## src/logic/aux_i2c_cfg.svh

```systemverilog
`ifndef AUX_I2C_CFG_SVH
`define AUX_I2C_CFG_SVH

// Register offsets.
`define CH3_ADDR_OFS 8'h2E
`define CH3_REG_OFS 8'h2F
`define CH3_CTRL_OFS 8'h30
`define CH4_ADDR_OFS 8'h31
`define CH4_REG_OFS 8'h32
`define CH4_WDATA_OFS 8'h33
`define CH4_CTRL_OFS 8'h34

// Reset values.
`define CH3_ADDR_RST 8'h00
`define CH3_REG_RST 8'h00
`define CH3_CTRL_RST 8'h00
`define CH4_ADDR_RST 8'h00
`define CH4_REG_RST 8'h00
`define CH4_WDATA_RST 8'h00
`define CH4_CTRL_RST 8'h00

// Field positions.
`define DIR_BIT 7
`define ENABLE_BIT 7
`define SWAP_BIT 6
`define IRQ_EN_BIT 6
`define SUPPRESS_BIT 5
`define GROUP_BIT 4
`define LEN_MSB 3

// Timing: one quarter of an SCL period.
`define CLK_PERIOD_NS 20
`define SCL_QUARTER_NS 2500
`define SCL_QUARTER_CYCLES (`SCL_QUARTER_NS / `CLK_PERIOD_NS)

// Sensor stream buffer.
`define FIFO_WIDTH 14
`define FIFO_DEPTH 32

`endif

```

## src/logic/aux_i2c_pkg.sv

```systemverilog
`default_nettype none
package aux_i2c_pkg;
  typedef logic [7:0] byte_t;
  typedef logic [5:0] slot_t;
  typedef logic [3:0] len_t;
  typedef enum logic [2:0] {
    ST_IDLE, ST_START, ST_ADDR, ST_REG, ST_TX, ST_RX, ST_STOP
  } xfer_state_t;
endpackage
`default_nettype wire

```

## src/logic/aux_i2c_ch34.sv

```systemverilog
// Behaviour
// - Address bit 7 selects read or write.
// - Channel 3 address low bits give target.
// - Channel 4 address low bits give target.
// - Channel 3 start register byte sent.
// - Channel 4 start register byte sent.
// - Channel 3 reads each sample, next free slot.
// - Channel 3 disabled means no periodic transfer.
// - Swap enabled exchanges both bytes of word.
// - Lone leading or trailing byte stays unswapped.
// - Swap clear keeps arrival order.
// - Suppress bit skips the register byte.
// - Grouping bit chooses which address closes pair.
// - Length field sets channel 3 byte count.
// - Channel 4 write sends outgoing data byte.
// - Channel 4 completion interrupt only when enabled.
`include "aux_i2c_cfg.svh"
`default_nettype none

module aux_fifo #(
  parameter int WIDTH = `FIFO_WIDTH,
  parameter int DEPTH = `FIFO_DEPTH
) (
  input wire logic clk,
  input wire logic srst,
  // Filling side.
  input wire logic in_valid,
  output logic in_ready,
  input wire logic [WIDTH-1:0] in_data,
  // Draining side.
  output logic out_valid,
  input wire logic out_ready,
  output logic [WIDTH-1:0] out_data
);
  localparam int AW = $clog2(DEPTH);
  logic [WIDTH-1:0] mem [DEPTH];
  logic [AW-1:0] wr_ptr;
  logic [AW-1:0] rd_ptr;
  logic [AW:0] count;
  logic push;
  logic pop;

  assign in_ready = count != (AW+1)'(DEPTH);
  assign push = in_valid && in_ready;
  assign pop = (count != '0) && (!out_valid || out_ready);

  always_ff @(posedge clk) begin
    if (push) begin
      mem[wr_ptr] <= in_data;
    end
  end

  always_ff @(posedge clk) begin
    if (srst) begin
      wr_ptr <= '0;
      rd_ptr <= '0;
      count <= '0;
    end else begin
      if (push) begin
        wr_ptr <= wr_ptr + AW'(1);
      end
      if (pop) begin
        rd_ptr <= rd_ptr + AW'(1);
      end
      count <= count + (AW+1)'(push) - (AW+1)'(pop);
    end
  end

  // Output stage keeps the draining side fed from a register.
  always_ff @(posedge clk) begin
    if (srst) begin
      out_valid <= 1'b0;
      out_data <= '0;
    end else if (pop) begin
      out_valid <= 1'b1;
      out_data <= mem[rd_ptr];
    end else if (out_ready) begin
      out_valid <= 1'b0;
    end
  end
endmodule

module aux_i2c_ch34 (
  input wire logic clk,
  input wire logic srst,
  // Register port.
  input wire logic reg_write,
  input wire logic reg_read,
  input wire aux_i2c_pkg::byte_t reg_addr,
  input wire aux_i2c_pkg::byte_t reg_wdata,
  output aux_i2c_pkg::byte_t reg_rdata,
  // Sample timing and the slots taken by channels 0 to 2.
  input wire logic sample_tick,
  input wire logic ch0_periodic_enable,
  input wire aux_i2c_pkg::len_t ch0_read_length,
  input wire logic ch1_periodic_enable,
  input wire aux_i2c_pkg::len_t ch1_read_length,
  input wire logic ch2_periodic_enable,
  input wire aux_i2c_pkg::len_t ch2_read_length,
  // Auxiliary bus, open drain.
  output logic scl_o,
  output logic scl_oe,
  input wire logic sda_i,
  output logic sda_o,
  output logic sda_oe,
  // External sensor data stream.
  output logic sensor_valid,
  input wire logic sensor_ready,
  output aux_i2c_pkg::slot_t sensor_slot,
  output aux_i2c_pkg::byte_t sensor_data,
  // Channel 4 results.
  output aux_i2c_pkg::byte_t ch4_read_data,
  output logic ch4_done_irq
);
  import aux_i2c_pkg::*;

  byte_t aux_ch3_target_address;
  byte_t aux_ch3_start_register;
  byte_t aux_ch3_control;
  byte_t aux_ch4_target_address;
  byte_t aux_ch4_start_register;
  byte_t aux_ch4_write_data;
  byte_t aux_ch4_control;
  xfer_state_t state;
  logic [1:0] qtr;
  logic [3:0] bitn;
  len_t idx;
  byte_t shifter;
  logic [7:0] qcount;
  logic tick;
  logic sda_meta;
  logic sda_sync;
  logic nack;
  logic ch3_pending;
  logic cur_ch4;
  logic cur_read;
  logic [6:0] cur_addr;
  byte_t cur_reg;
  len_t cur_len;
  logic cur_suppress;
  logic cur_swap;
  logic cur_grp;
  logic reg_sent;
  logic launch3;
  logic launch4;
  logic stall;
  logic step;
  logic finish;
  logic last;
  logic byte_done;
  logic fifo_valid;
  logic fifo_ready;
  slot_t base;
  slot_t slot;
  byte_t byte_addr;
  logic first_of_pair;
  logic drive_scl_low;
  logic drive_sda_low;

  always_ff @(posedge clk) begin
    if (srst) begin
      aux_ch3_target_address <= `CH3_ADDR_RST;
      aux_ch3_start_register <= `CH3_REG_RST;
      aux_ch3_control <= `CH3_CTRL_RST;
      aux_ch4_target_address <= `CH4_ADDR_RST;
      aux_ch4_start_register <= `CH4_REG_RST;
      aux_ch4_write_data <= `CH4_WDATA_RST;
    end else if (reg_write) begin
      case (reg_addr)
        `CH3_ADDR_OFS: aux_ch3_target_address <= reg_wdata;
        `CH3_REG_OFS: aux_ch3_start_register <= reg_wdata;
        `CH3_CTRL_OFS: aux_ch3_control <= reg_wdata;
        `CH4_ADDR_OFS: aux_ch4_target_address <= reg_wdata;
        `CH4_REG_OFS: aux_ch4_start_register <= reg_wdata;
        `CH4_WDATA_OFS: aux_ch4_write_data <= reg_wdata;
        default: ;
      endcase
    end
  end

  // The start bit of channel 4 drops when its transfer ends; a write wins.
  always_ff @(posedge clk) begin
    if (srst) begin
      aux_ch4_control <= `CH4_CTRL_RST;
    end else if (reg_write && reg_addr == `CH4_CTRL_OFS) begin
      aux_ch4_control <= reg_wdata;
    end else if (finish && cur_ch4) begin
      aux_ch4_control[`ENABLE_BIT] <= 1'b0;
    end
  end

  always_ff @(posedge clk) begin
    if (srst) begin
      reg_rdata <= 8'h00;
    end else if (reg_read) begin
      case (reg_addr)
        `CH3_ADDR_OFS: reg_rdata <= aux_ch3_target_address;
        `CH3_REG_OFS: reg_rdata <= aux_ch3_start_register;
        `CH3_CTRL_OFS: reg_rdata <= aux_ch3_control;
        `CH4_ADDR_OFS: reg_rdata <= aux_ch4_target_address;
        `CH4_REG_OFS: reg_rdata <= aux_ch4_start_register;
        `CH4_WDATA_OFS: reg_rdata <= aux_ch4_write_data;
        `CH4_CTRL_OFS: reg_rdata <= aux_ch4_control;
        default: reg_rdata <= 8'h00;
      endcase
    end
  end

  always_ff @(posedge clk) begin
    if (srst) begin
      sda_meta <= 1'b1;
      sda_sync <= 1'b1;
    end else begin
      sda_meta <= sda_i;
      sda_sync <= sda_meta;
    end
  end

  always_ff @(posedge clk) begin
    if (srst || qcount == 8'(`SCL_QUARTER_CYCLES - 1)) begin
      qcount <= 8'h00;
    end else begin
      qcount <= qcount + 8'h01;
    end
  end
  assign tick = qcount == 8'(`SCL_QUARTER_CYCLES - 1);

  // A sample request stays pending until launched or channel 3 is disabled; a new request beats the clear.
  always_ff @(posedge clk) begin
    if (srst) begin
      ch3_pending <= 1'b0;
    end else if (sample_tick && aux_ch3_control[`ENABLE_BIT] &&
                 aux_ch3_control[`LEN_MSB:0] != 4'h0) begin
      ch3_pending <= 1'b1;
    end else if (launch3 || !aux_ch3_control[`ENABLE_BIT]) begin
      ch3_pending <= 1'b0;
    end
  end

  assign launch4 = state == ST_IDLE && aux_ch4_control[`ENABLE_BIT];
  assign launch3 = state == ST_IDLE && !launch4 && ch3_pending &&
                   aux_ch3_control[`ENABLE_BIT];

  assign last = idx == cur_len - 4'h1;
  assign byte_done = state == ST_RX && bitn == 4'h7 && qtr == 2'h3;
  assign stall = byte_done && !cur_ch4 && !fifo_ready;
  assign step = tick && !stall;
  assign finish = state == ST_STOP && step && qtr == 2'h3;
  assign fifo_valid = byte_done && tick && !cur_ch4;

  // Slot placement: the first of a pair moves up, the closing byte down.
  assign base = (ch0_periodic_enable ? slot_t'(ch0_read_length) : 6'h00) +
                (ch1_periodic_enable ? slot_t'(ch1_read_length) : 6'h00) +
                (ch2_periodic_enable ? slot_t'(ch2_read_length) : 6'h00);
  assign byte_addr = cur_reg + byte_t'(idx);
  assign first_of_pair = byte_addr[0] == cur_grp;
  always_comb begin
    slot = base + slot_t'(idx);
    if (cur_swap && first_of_pair && !last) begin
      slot = base + slot_t'(idx) + 6'h01;
    end else if (cur_swap && !first_of_pair && idx != 4'h0) begin
      slot = base + slot_t'(idx) - 6'h01;
    end
  end

  always_ff @(posedge clk) begin
    if (srst) begin
      cur_ch4 <= 1'b0;
      cur_read <= 1'b0;
      cur_addr <= 7'h00;
      cur_reg <= 8'h00;
      cur_len <= 4'h0;
      cur_suppress <= 1'b0;
      cur_swap <= 1'b0;
      cur_grp <= 1'b0;
    end else if (launch4) begin
      cur_ch4 <= 1'b1;
      cur_read <= aux_ch4_target_address[`DIR_BIT];
      cur_addr <= aux_ch4_target_address[6:0];
      cur_reg <= aux_ch4_start_register;
      cur_len <= 4'h1;
      cur_suppress <= aux_ch4_control[`SUPPRESS_BIT];
      cur_swap <= 1'b0;
      cur_grp <= 1'b0;
    end else if (launch3) begin
      cur_ch4 <= 1'b0;
      cur_read <= aux_ch3_target_address[`DIR_BIT];
      cur_addr <= aux_ch3_target_address[6:0];
      cur_reg <= aux_ch3_start_register;
      cur_len <= aux_ch3_control[`LEN_MSB:0];
      cur_suppress <= aux_ch3_control[`SUPPRESS_BIT];
      cur_swap <= aux_ch3_control[`SWAP_BIT];
      cur_grp <= aux_ch3_control[`GROUP_BIT];
    end
  end

  // Transfer sequencer; each bit spans four quarter ticks.
  always_ff @(posedge clk) begin
    if (srst) begin
      state <= ST_IDLE;
      qtr <= 2'h0;
      bitn <= 4'h0;
      idx <= 4'h0;
      shifter <= 8'h00;
      nack <= 1'b0;
      reg_sent <= 1'b0;
    end else if (state == ST_IDLE) begin
      if (launch3 || launch4) begin
        state <= ST_START;
        qtr <= 2'h0;
        idx <= 4'h0;
        reg_sent <= 1'b0;
      end
    end else if (step) begin
      qtr <= qtr + 2'h1;
      if (qtr == 2'h2 && bitn == 4'h8 && state != ST_RX) begin
        nack <= sda_sync;
      end
      if (qtr == 2'h2 && bitn != 4'h8 && state == ST_RX) begin
        shifter <= {shifter[6:0], sda_sync};
      end
      if (qtr == 2'h3) begin
        bitn <= bitn + 4'h1;
        if (state != ST_RX && bitn != 4'h8) begin
          shifter <= {shifter[6:0], 1'b0};
        end
        case (state)
          ST_START: begin
            state <= ST_ADDR;
            bitn <= 4'h0;
            shifter <= {cur_addr, cur_read && (cur_suppress || reg_sent)};
          end
          ST_ADDR: if (bitn == 4'h8) begin
            bitn <= 4'h0;
            if (nack) begin
              state <= ST_STOP;
            end else if (!cur_suppress && !reg_sent) begin
              state <= ST_REG;
              shifter <= cur_reg;
            end else if (cur_read) begin
              state <= ST_RX;
            end else if (cur_ch4) begin
              state <= ST_TX;
              shifter <= aux_ch4_write_data;
            end else begin
              state <= ST_STOP;
            end
          end
          ST_REG: if (bitn == 4'h8) begin
            bitn <= 4'h0;
            reg_sent <= 1'b1;
            if (nack) begin
              state <= ST_STOP;
            end else if (cur_read) begin
              state <= ST_START;
            end else if (cur_ch4) begin
              state <= ST_TX;
              shifter <= aux_ch4_write_data;
            end else begin
              state <= ST_STOP;
            end
          end
          ST_TX: if (bitn == 4'h8) begin
            state <= ST_STOP;
          end
          ST_RX: if (bitn == 4'h8) begin
            bitn <= 4'h0;
            idx <= idx + 4'h1;
            if (last) begin
              state <= ST_STOP;
            end
          end
          ST_STOP: state <= ST_IDLE;
          default: state <= ST_IDLE;
        endcase
      end
    end
  end

  // Pin levels: SCL is high in the middle two quarters of every bit, in the last three quarters of the stop, and released in idle.
  always_comb begin
    drive_scl_low = qtr == 2'h0 || qtr == 2'h3;
    drive_sda_low = 1'b0;
    case (state)
      ST_IDLE: drive_scl_low = 1'b0;
      ST_START: drive_sda_low = qtr[1];
      ST_STOP: begin
        drive_scl_low = qtr == 2'h0;
        drive_sda_low = qtr != 2'h3;
      end
      ST_ADDR, ST_REG, ST_TX: drive_sda_low = bitn != 4'h8 && !shifter[7];
      ST_RX: drive_sda_low = bitn == 4'h8 && !last;
      default: drive_scl_low = 1'b0;
    endcase
  end

  always_ff @(posedge clk) begin
    if (srst) begin
      scl_o <= 1'b0;
      scl_oe <= 1'b0;
      sda_o <= 1'b0;
      sda_oe <= 1'b0;
    end else begin
      scl_oe <= drive_scl_low;
      sda_oe <= drive_sda_low;
    end
  end

  always_ff @(posedge clk) begin
    if (srst) begin
      ch4_read_data <= 8'h00;
      ch4_done_irq <= 1'b0;
    end else begin
      if (byte_done && tick && cur_ch4) begin
        ch4_read_data <= shifter;
      end
      ch4_done_irq <= finish && cur_ch4 && aux_ch4_control[`IRQ_EN_BIT];
    end
  end

  aux_fifo #(.WIDTH(`FIFO_WIDTH), .DEPTH(`FIFO_DEPTH)) sensor_fifo (
    .clk(clk),
    .srst(srst),
    .in_valid(fifo_valid),
    .in_ready(fifo_ready),
    .in_data({slot, shifter}),
    .out_valid(sensor_valid),
    .out_ready(sensor_ready),
    .out_data({sensor_slot, sensor_data})
  );

  property p_read_dir;
    @(posedge clk) disable iff (srst) state == ST_RX |-> cur_read;
  endproperty
  a_read_dir: assert property (p_read_dir) else $error("Read phase on a write.");

  property p_ch3_addr;
    @(posedge clk) disable iff (srst)
      launch3 |=> cur_addr == $past(aux_ch3_target_address[6:0]) && !cur_ch4;
  endproperty
  a_ch3_addr: assert property (p_ch3_addr) else $error("Channel 3 address lost.");

  property p_ch4_reg;
    @(posedge clk) disable iff (srst)
      launch4 |=> cur_reg == $past(aux_ch4_start_register) && cur_len == 4'h1;
  endproperty
  a_ch4_reg: assert property (p_ch4_reg) else $error("Channel 4 register lost.");

  property p_no_disabled;
    @(posedge clk) disable iff (srst) launch3 |-> aux_ch3_control[`ENABLE_BIT];
  endproperty
  a_no_disabled: assert property (p_no_disabled) else $error("Disabled launch.");

  property p_in_order;
    @(posedge clk) disable iff (srst)
      fifo_valid && !cur_swap |-> slot == base + slot_t'(idx);
  endproperty
  a_in_order: assert property (p_in_order) else $error("Unswapped slot wrong.");

  property p_suppress;
    @(posedge clk) disable iff (srst) state == ST_REG |-> !cur_suppress && !reg_sent;
  endproperty
  a_suppress: assert property (p_suppress) else $error("Register byte sent.");

  property p_length;
    @(posedge clk) disable iff (srst) state == ST_RX |-> idx < cur_len;
  endproperty
  a_length: assert property (p_length) else $error("Read beyond length.");

  property p_irq;
    @(posedge clk) disable iff (srst)
      ch4_done_irq |-> $past(aux_ch4_control[`IRQ_EN_BIT]) && $past(finish) && state == ST_IDLE;
  endproperty
  a_irq: assert property (p_irq) else $error("Interrupt without enable.");

  property p_stop_release;
    @(posedge clk) disable iff (srst) finish |=> ##1 !sda_oe && !scl_oe;
  endproperty
  a_stop_release: assert property (p_stop_release) else $error("Bus not freed.");
endmodule

`default_nettype wire

```

## config.mk

```make
export PLATFORM = sky130hd
export DESIGN_NAME = aux_i2c_ch34
export DESIGN_NICKNAME = d
export VERILOG_FILES = /design/src/logic/aux_i2c_pkg.sv /design/src/logic/aux_i2c_ch34.sv
export VERILOG_INCLUDE_DIRS = /design/src /design/src/logic
export SDC_FILE = /design/constraint.sdc
export NUM_CORES = 1
export LEC_CHECK = 0
export BUFFER_PORTS_ARGS = -buffer_cell sky130_fd_sc_hd__buf_4
export CORE_UTILIZATION = 50
export CTS_BUF_LIST = sky130_fd_sc_hd__clkbuf_4
export CTS_CLUSTER_DIAMETER = 200
export DETAILED_ROUTE_END_ITERATION = 6
export MAX_ROUTING_LAYER = met4
export PLACE_DENSITY = 0.66
export RECOVER_POWER = 25
export SYNTH_ARGS = -nofsm -noshare
export SYNTH_HDL_FRONTEND = slang
export SYNTH_SLANG_ARGS = --single-unit
```

## constraint.sdc

```tcl
create_clock -name clk -period 7.1 [get_ports clk]
set_input_delay 0.71 -clock clk [delete_from_list [all_inputs] [get_ports clk]]
set_output_delay 0.71 -clock clk [all_outputs]
set_load 0.1 [all_outputs]
```

==> After elaboration in Yosys (flattened, before gate mapping) <==
Memory sizes are Yosys's and may differ from the RTL's. A register that Yosys moved wholly into a read port is not among the register bits.
Index checks and enable logic that the tools add are counted.
{ "totals": {"regBits": 150, "ramBits": 448, "input_bits": 38, "output_inout_bits": 36, "n_memories": 1} }
{ "classes": {"add_sub_neg": 15, "n_eq_ne": 30, "mux": 72, "n_bitwise": 1, "reduce_logical": 82} }
{ "mem_list": {"columns": ["name", "words", "word_bits", "read_ports", "rd_clocked_by_memory_dff", "write_ports", "line_no", "source"], "rows": [
  ["sensor_fifo.mem", 32, 14, 1, 1, 1, "aux_i2c_ch34.sv:36", "logic [WIDTH-1:0] mem [DEPTH];"]
]} }
{ "op_table": {"columns": ["operator", "n"], "rows": [
  ["$mux W8", 12],
  ["$eq A8 B6 Y1 const B", 7],
  ["$pmux W8 S7", 1],
  ["$mux W4", 10],
  ["$mux W3", 13],
  ["$logic_and A1 B1 Y1", 34],
  ["$pmux W8 S3", 1],
  ["$mux W1", 22],
  ["$ne A3 B3 Y1 const B", 6],
  ["$reduce_bool A2 Y1", 9],
  ["$reduce_and A2 Y1", 8],
  ["$pmux W3 S5", 1],
  ["$mux W7", 2],
  ["$mux W6", 2],
  ["$logic_not A1 Y1", 11],
  ["$add A5 B1 Y5 const B", 2],
  ["$mux W2", 5],
  ["$reduce_and A5 Y1", 2],
  ["$eq A3 B3 Y1 const B", 3],
  ["$add A4 B1 Y4 const B", 2],
  ["$add A8 B1 Y8 const B", 1],
  ["$eq A8 B7 Y1 const B", 1],
  ["$pmux W4 S2", 1],
  ["$reduce_and A8 Y1", 1],
  ["other kinds (33)", 43]
]} }

==> Depth between registers and ports, before layout <==
{ "logic_depth": {"depth_word": 12, "mapped_depth": 18, "depth_no_buf": 16} }

==> Cells and area by module <==
Synthesis repeated with hierarchy kept, for this count alone.
{ "unflattened": {"hier_cells": 1825, "area_unflattened_um2": 26060.0} }
{ "by_module_without_submodules": {"columns": ["mod", "instances", "cells_per_inst", "area_each_um2", "seq_area_each_um2"], "rows": [
  ["aux_fifo", 1, 954, 18675.4, 14073.5],
  ["aux_i2c_ch34", 1, 871, 7384.6, 2662.6]
]} }

==> Least setup slack after synthesis <==
OpenSTA, ideal clock, no wires.
{ "synth_timing": {"path_type": "in2reg", "from": "input ch1_read_length[0]", "to": "memory sensor_fifo.mem[0][13] in the netlist's numbering, data pin", "arrival_time_ps": 4018, "t_required_ps": 6729, "slack_ps": 2711, "cell_stages": 12, "n_path_buf": 0, "path_cell_list": "and2_1 fa_1 inv_1 fa_1 inv_1 ha_1 inv_1 fa_1 or3_1 nor2_1 a31oi_1 xor2_1"} }
{ "synth_via": {"elab_chain_len": 7, "elab_cells_between_ends": 8, "cone_classes": "add/sub (5); mux (3)"} }
{ "synth_lines": {"columns": ["element", "line_no", "source"], "rows": [
  ["start: declaration", "aux_i2c_ch34.sv:97", "input wire aux_i2c_pkg::len_t ch1_read_length,"],
  ["$mux W4 *", "aux_i2c_ch34.sv:253", "(ch1_periodic_enable ? slot_t'(ch1_read_length) : 6'h00) +"],
  ["$add A4 B4 Y5 *", "aux_i2c_ch34.sv:252", "assign base = (ch0_periodic_enable ? slot_t'(ch0_read_length) : 6'h00) +"],
  ["$add A5 B4 Y6 *", "aux_i2c_ch34.sv:253", null],
  ["$add A6 B4 Y6 *", "aux_i2c_ch34.sv:258, aux_i2c_ch34.sv:260, aux_i2c_ch34.sv:262", null],
  ["$sub A6 B1 Y6", "aux_i2c_ch34.sv:262", "slot = base + slot_t'(idx) - 6'h01;"],
  ["$mux W6", "aux_i2c_ch34.sv:261", "end else if (cur_swap && !first_of_pair && idx != 4'h0) begin"],
  ["$mux W6 *", "aux_i2c_ch34.sv:259", "if (cur_swap && first_of_pair && !last) begin"],
  ["via sensor_fifo.in_data[13]", "aux_i2c_ch34.sv:29", "input wire logic [WIDTH-1:0] in_data,"],
  ["end: declaration", "aux_i2c_ch34.sv:36", null]
]} }
Mark *: on every way through the listed nets, which the timed path passes. The rest lies on a longest branch.

==> Final worst setup path <==
{ "layout_timing": {"from": "input srst", "to": "register idx[2]"} }
{ "layout_rtl": {"columns": ["element", "line_no", "source"], "rows": [
  ["start: declaration", "aux_i2c_ch34.sv:85", "input wire logic srst,"],
  ["end signal: assignment", "aux_i2c_ch34.sv:368", "idx <= idx + 4'h1;"],
  ["end: declaration", "aux_i2c_ch34.sv:127", "len_t idx;"]
]} }
No word-level cell between the ends.

==> metrics.csv <==
stage;metric;value;unit
timing;Setup Viol. Count Final;0;
synth;Syn Std Cell Area;0.0257;mm^2
timing;aggregate negative setup slack;0;ns
synth;average cell area after synthesis;14.6;um^2
critical_path;endpoint kind of the worst setup timing path;register;
critical_path;largest incremental delay on the critical path;2.33;ns
route;average routed wire per standard cell;22.1;um
global_route;global-route wire length before repair;93100;um
route;Routed WL;60700;um
floorplan;number of core rows;82;
critical_path;critical path's most frequent cell;clkbuf_1;
critical_path;class of the most critical setup path;in -> reg;
clocking;clock buffers created by TritonCTS;159;
route;post-detailed-route DRC marker count;0;
timing;post-route fraction of the period consumed by the critical path;62.1;%
route;Routed Antenna Nets;0;
critical_path;required time of the critical path;7.80;ns
clocking;Clock Sink Count;612;
critical_path;gate family responsible for the most delay along the worst path;buffers and inverters;
timing;count of final hold-check violations;0;
critical_path;Worst Path Max Fanout;73;
timing;worst slew margin relative to its limit;-110;%
pwr;LEAKAGE;0.00979;uW
global_route;GRT Residual Overflow;0;
critical_path;arrival time at the worst endpoint;5.12;ns
floorplan;core outline area;0.0504;mm^2
synth;sequential cell area fraction in the yosys report;65.2;%
synth;ranking of synthesized cells by instance count;edfxtp_1, dfxtp_1, nor2_1;
global_route;number of antenna violations at the first check in global routing;2;
place;number of port buffers;71;
floorplan;die boundary width;229;um
min_path;HP Class;in -> reg;
floorplan;effective utilization at floorplan;51.0;%
clocking;Resized Gates After CTS;0;
route;vias after detailed routing;16028;
finish;share of cells above drive strength 1;26.3;%
place;Placed Cells;2442;
place;cell area after placement;0.0270;mm^2
outcome;result of the run;finished with violations;
pwr;areal power density over the cells;304;mW/mm^2
clocking;number of hold buffers added after CTS;12;
global_route;pin count of the biggest net entering global routing;119;
synth;most area-hungry cell type in the Yosys netlist;edfxtp_1;
clocking;root buffer cell;clkbuf_4;
job;max-capacitance violation count;7;
timing;Least-Margin Pin Slew;3.16;ns
timing;clock tree skew after final layout;0.0800;ns
global_route;via count of the first global-routing pass;16237;
clocking;buffer count from post-CTS setup fixing;0;
synth;most instantiated library cell after synthesis;edfxtp_1;
clocking;clock tree from TritonCTS;done;
timing;fin crit period;4.41;ns
clocking;Bufs on Longest Clock Path;3;
global_route;total global routing track utilization;24.4;%
pwr;power consumption;8890;uW
floorplan;DIE AREA;0.0523;mm^2
floorplan;Chip Height;229;um
floorplan;number of I/O pins;74;
finish;area added between synthesis and finish;13.8;%
finish;Non-Filler Instances;2740;
pwr;Worst IR Drop VDD;0.333;mV
finish;Post-Layout Inst Area;0.0292;mm^2
outcome;violated checks;capacitance limit, slew limit;
synth;post-synthesis cell count;1755;
clocking;clock input transition at the sequential cells of the worst setup and hold paths;0.07;ns
critical_path;slowest library cell on the worst path;clkbuf_1;
timing;count of pins over their slew limit;310;
timing;upper clock frequency limit;0.227;GHz
place;total half-perimeter wirelength after legalization and detailed placement;36900;um
critical_path;ordered list of cells on the worst path;clkbuf_1 -> clkbuf_1 -> nor3_1;
critical_path;Setup crit start kind;input pin;
synth;share of flip-flops with an asynchronous set or reset;0;%
finish;largest registers;sensor_fifo.mem x448, sensor_fifo.out_data x14;
synth;synth warn;0;
clocking;source-to-sink clock delay at the later pin of the worst-skew pair;1.02;ns
synth;Unique masters post-synth;86;
synth;fraction of post-synthesis cell area in the top cell type by area;52.4;%
finish;number of flip-flops under the largest register name;448;
synth;count of flip-flops with a built-in enable after synthesis;448;
synth;commonest register cell after synthesis;edfxtp_1;
route;DRC marker count from the first detailed-route iteration;1250;
synth;flip-flop and latch count after synthesis;612;
finish;register with the highest flop count;sensor_fifo.mem;
route;number of vias per cell after detailed routing;5.85;
timing;unrepaired setup endpoints after global routing;no;
route;Initial DRT Pass Iterations;5;
clocking;total number of H-tree levels;4;
critical_path;WP buf/inv;2;
finish;nets;2024;
synth;top post-synthesis cells by area;edfxtp_1, dfxtp_1, mux4_2, mux2i_1, nor2_1;
place;global placer's final weighted congestion;0.850;
## per-stage QoR
stage	utilization (%)	hold WS, ns	worst slack, ns
6_report	58.0	0.177	2.69
5_1_grt	58.0	0.134	2.31
4_1_cts	58.1	0.0777	2.78
3_5_place_dp	53.6	0.399	2.37
3_3_place_gp	53.6	0.394	2.44
2_1_floorplan	-	0.389	2.71
## kinds of logic after synthesis
kind of cell	share of synthesized area (%)
simple gates	7.64
mux	13.4
other cells	0.0146
buf+inv	2.57
compound gates	7.61
flops	65.2
xor+xnor	1.21
fa+ha+maj	2.36
## power breakdown
part           leakage (uW)  switching, uW  internal [uW]  total (uW)
clock network       0.00126           1430           1740        3170
registers           0.00515            109           3930        4040
logic               0.00337           1010            678        1690
## routing by layer
layer | vias up | part of all wire, % | GRT usage [%] | wire length (um)
met5 | - | 0 | - | 0
met4 | 0 | 2.7 | 9.88 | 1660
met3 | 122 | 6.2 | 5.35 | 3770
met2 | 590 | 49 | 38.6 | 30000
met1 | 8063 | 42 | 30.5 | 25300
li1 | 7253 | - | - | -
## layout by cell type (no fill, tap or decap), types with 9 or more instances in the layout
cell | Yosys | final
o22ai_1 | 12 | 12
dlygate4sd3_1 | 0 | 12
buf_4 | 14 | 102
dfxtp_1 | 164 | 161
ha_1 | 34 | 34
mux2_2 | 15 | 15
nor3_1 | 25 | 25
a21oi_1 | 70 | 70
a31o_2 | 11 | 11
inv_1 | 48 | 48
xor2_1 | 17 | 14
a31oi_1 | 9 | 9
nor2_2 | 1 | 16
nor2b_1 | 11 | 10
clkinv_1 | 2 | 18
fa_1 | 9 | 9
nor2_1 | 164 | 149
clkbuf_1 | 50 | 10
nand2_1 | 83 | 83
a211oi_1 | 49 | 49
o21ai_0 | 35 | 35
mux4_2 | 92 | 92
xnor2_1 | 16 | 14
a22oi_1 | 22 | 22
clkbuf_4 | 0 | 251
nand3_1 | 45 | 45
a22o_1 | 15 | 15
edfxtp_1 | 448 | 448
o221ai_1 | 9 | 9
mux2i_1 | 120 | 120
## path summary, 6_finish.rpt
kind | start | end | slack (ns) | cells after the start
max | srst | idx[2] | 2.69 | 3
min | reg_write | aux_ch4_control[5] | 0.18 | 3
max reg2reg | idx[1] | sensor_fifo.mem[1][13] | 2.78 | 11
min reg2reg | sda_meta | sda_sync | 0.41 | 1
## worst register-to-register path: stages, from the launching register on
cell and delay [ns]:
dfxtp_1 0.39, inv_1 0.11, fa_1 0.57, fa_1 0.41, inv_1 0.06, ha_1 0.15
inv_1 0.06, fa_1 0.59, or3_1 0.44, nor2_1 0.10, a31oi_1 0.13, xor2_2 0.96
## area by class of cell
class                   instances  area [um^2]
flip-flops and latches        612        16700
repair buffers                126          951
fillers                      4035        21100
multi-input cells             993         8360
well taps                     672          841
clock inverters                30          249
clock buffers                 250         1880
diodes                          6         15.0
inverters                      51          191
No activity file was read; power rests on OpenSTA's default activity.
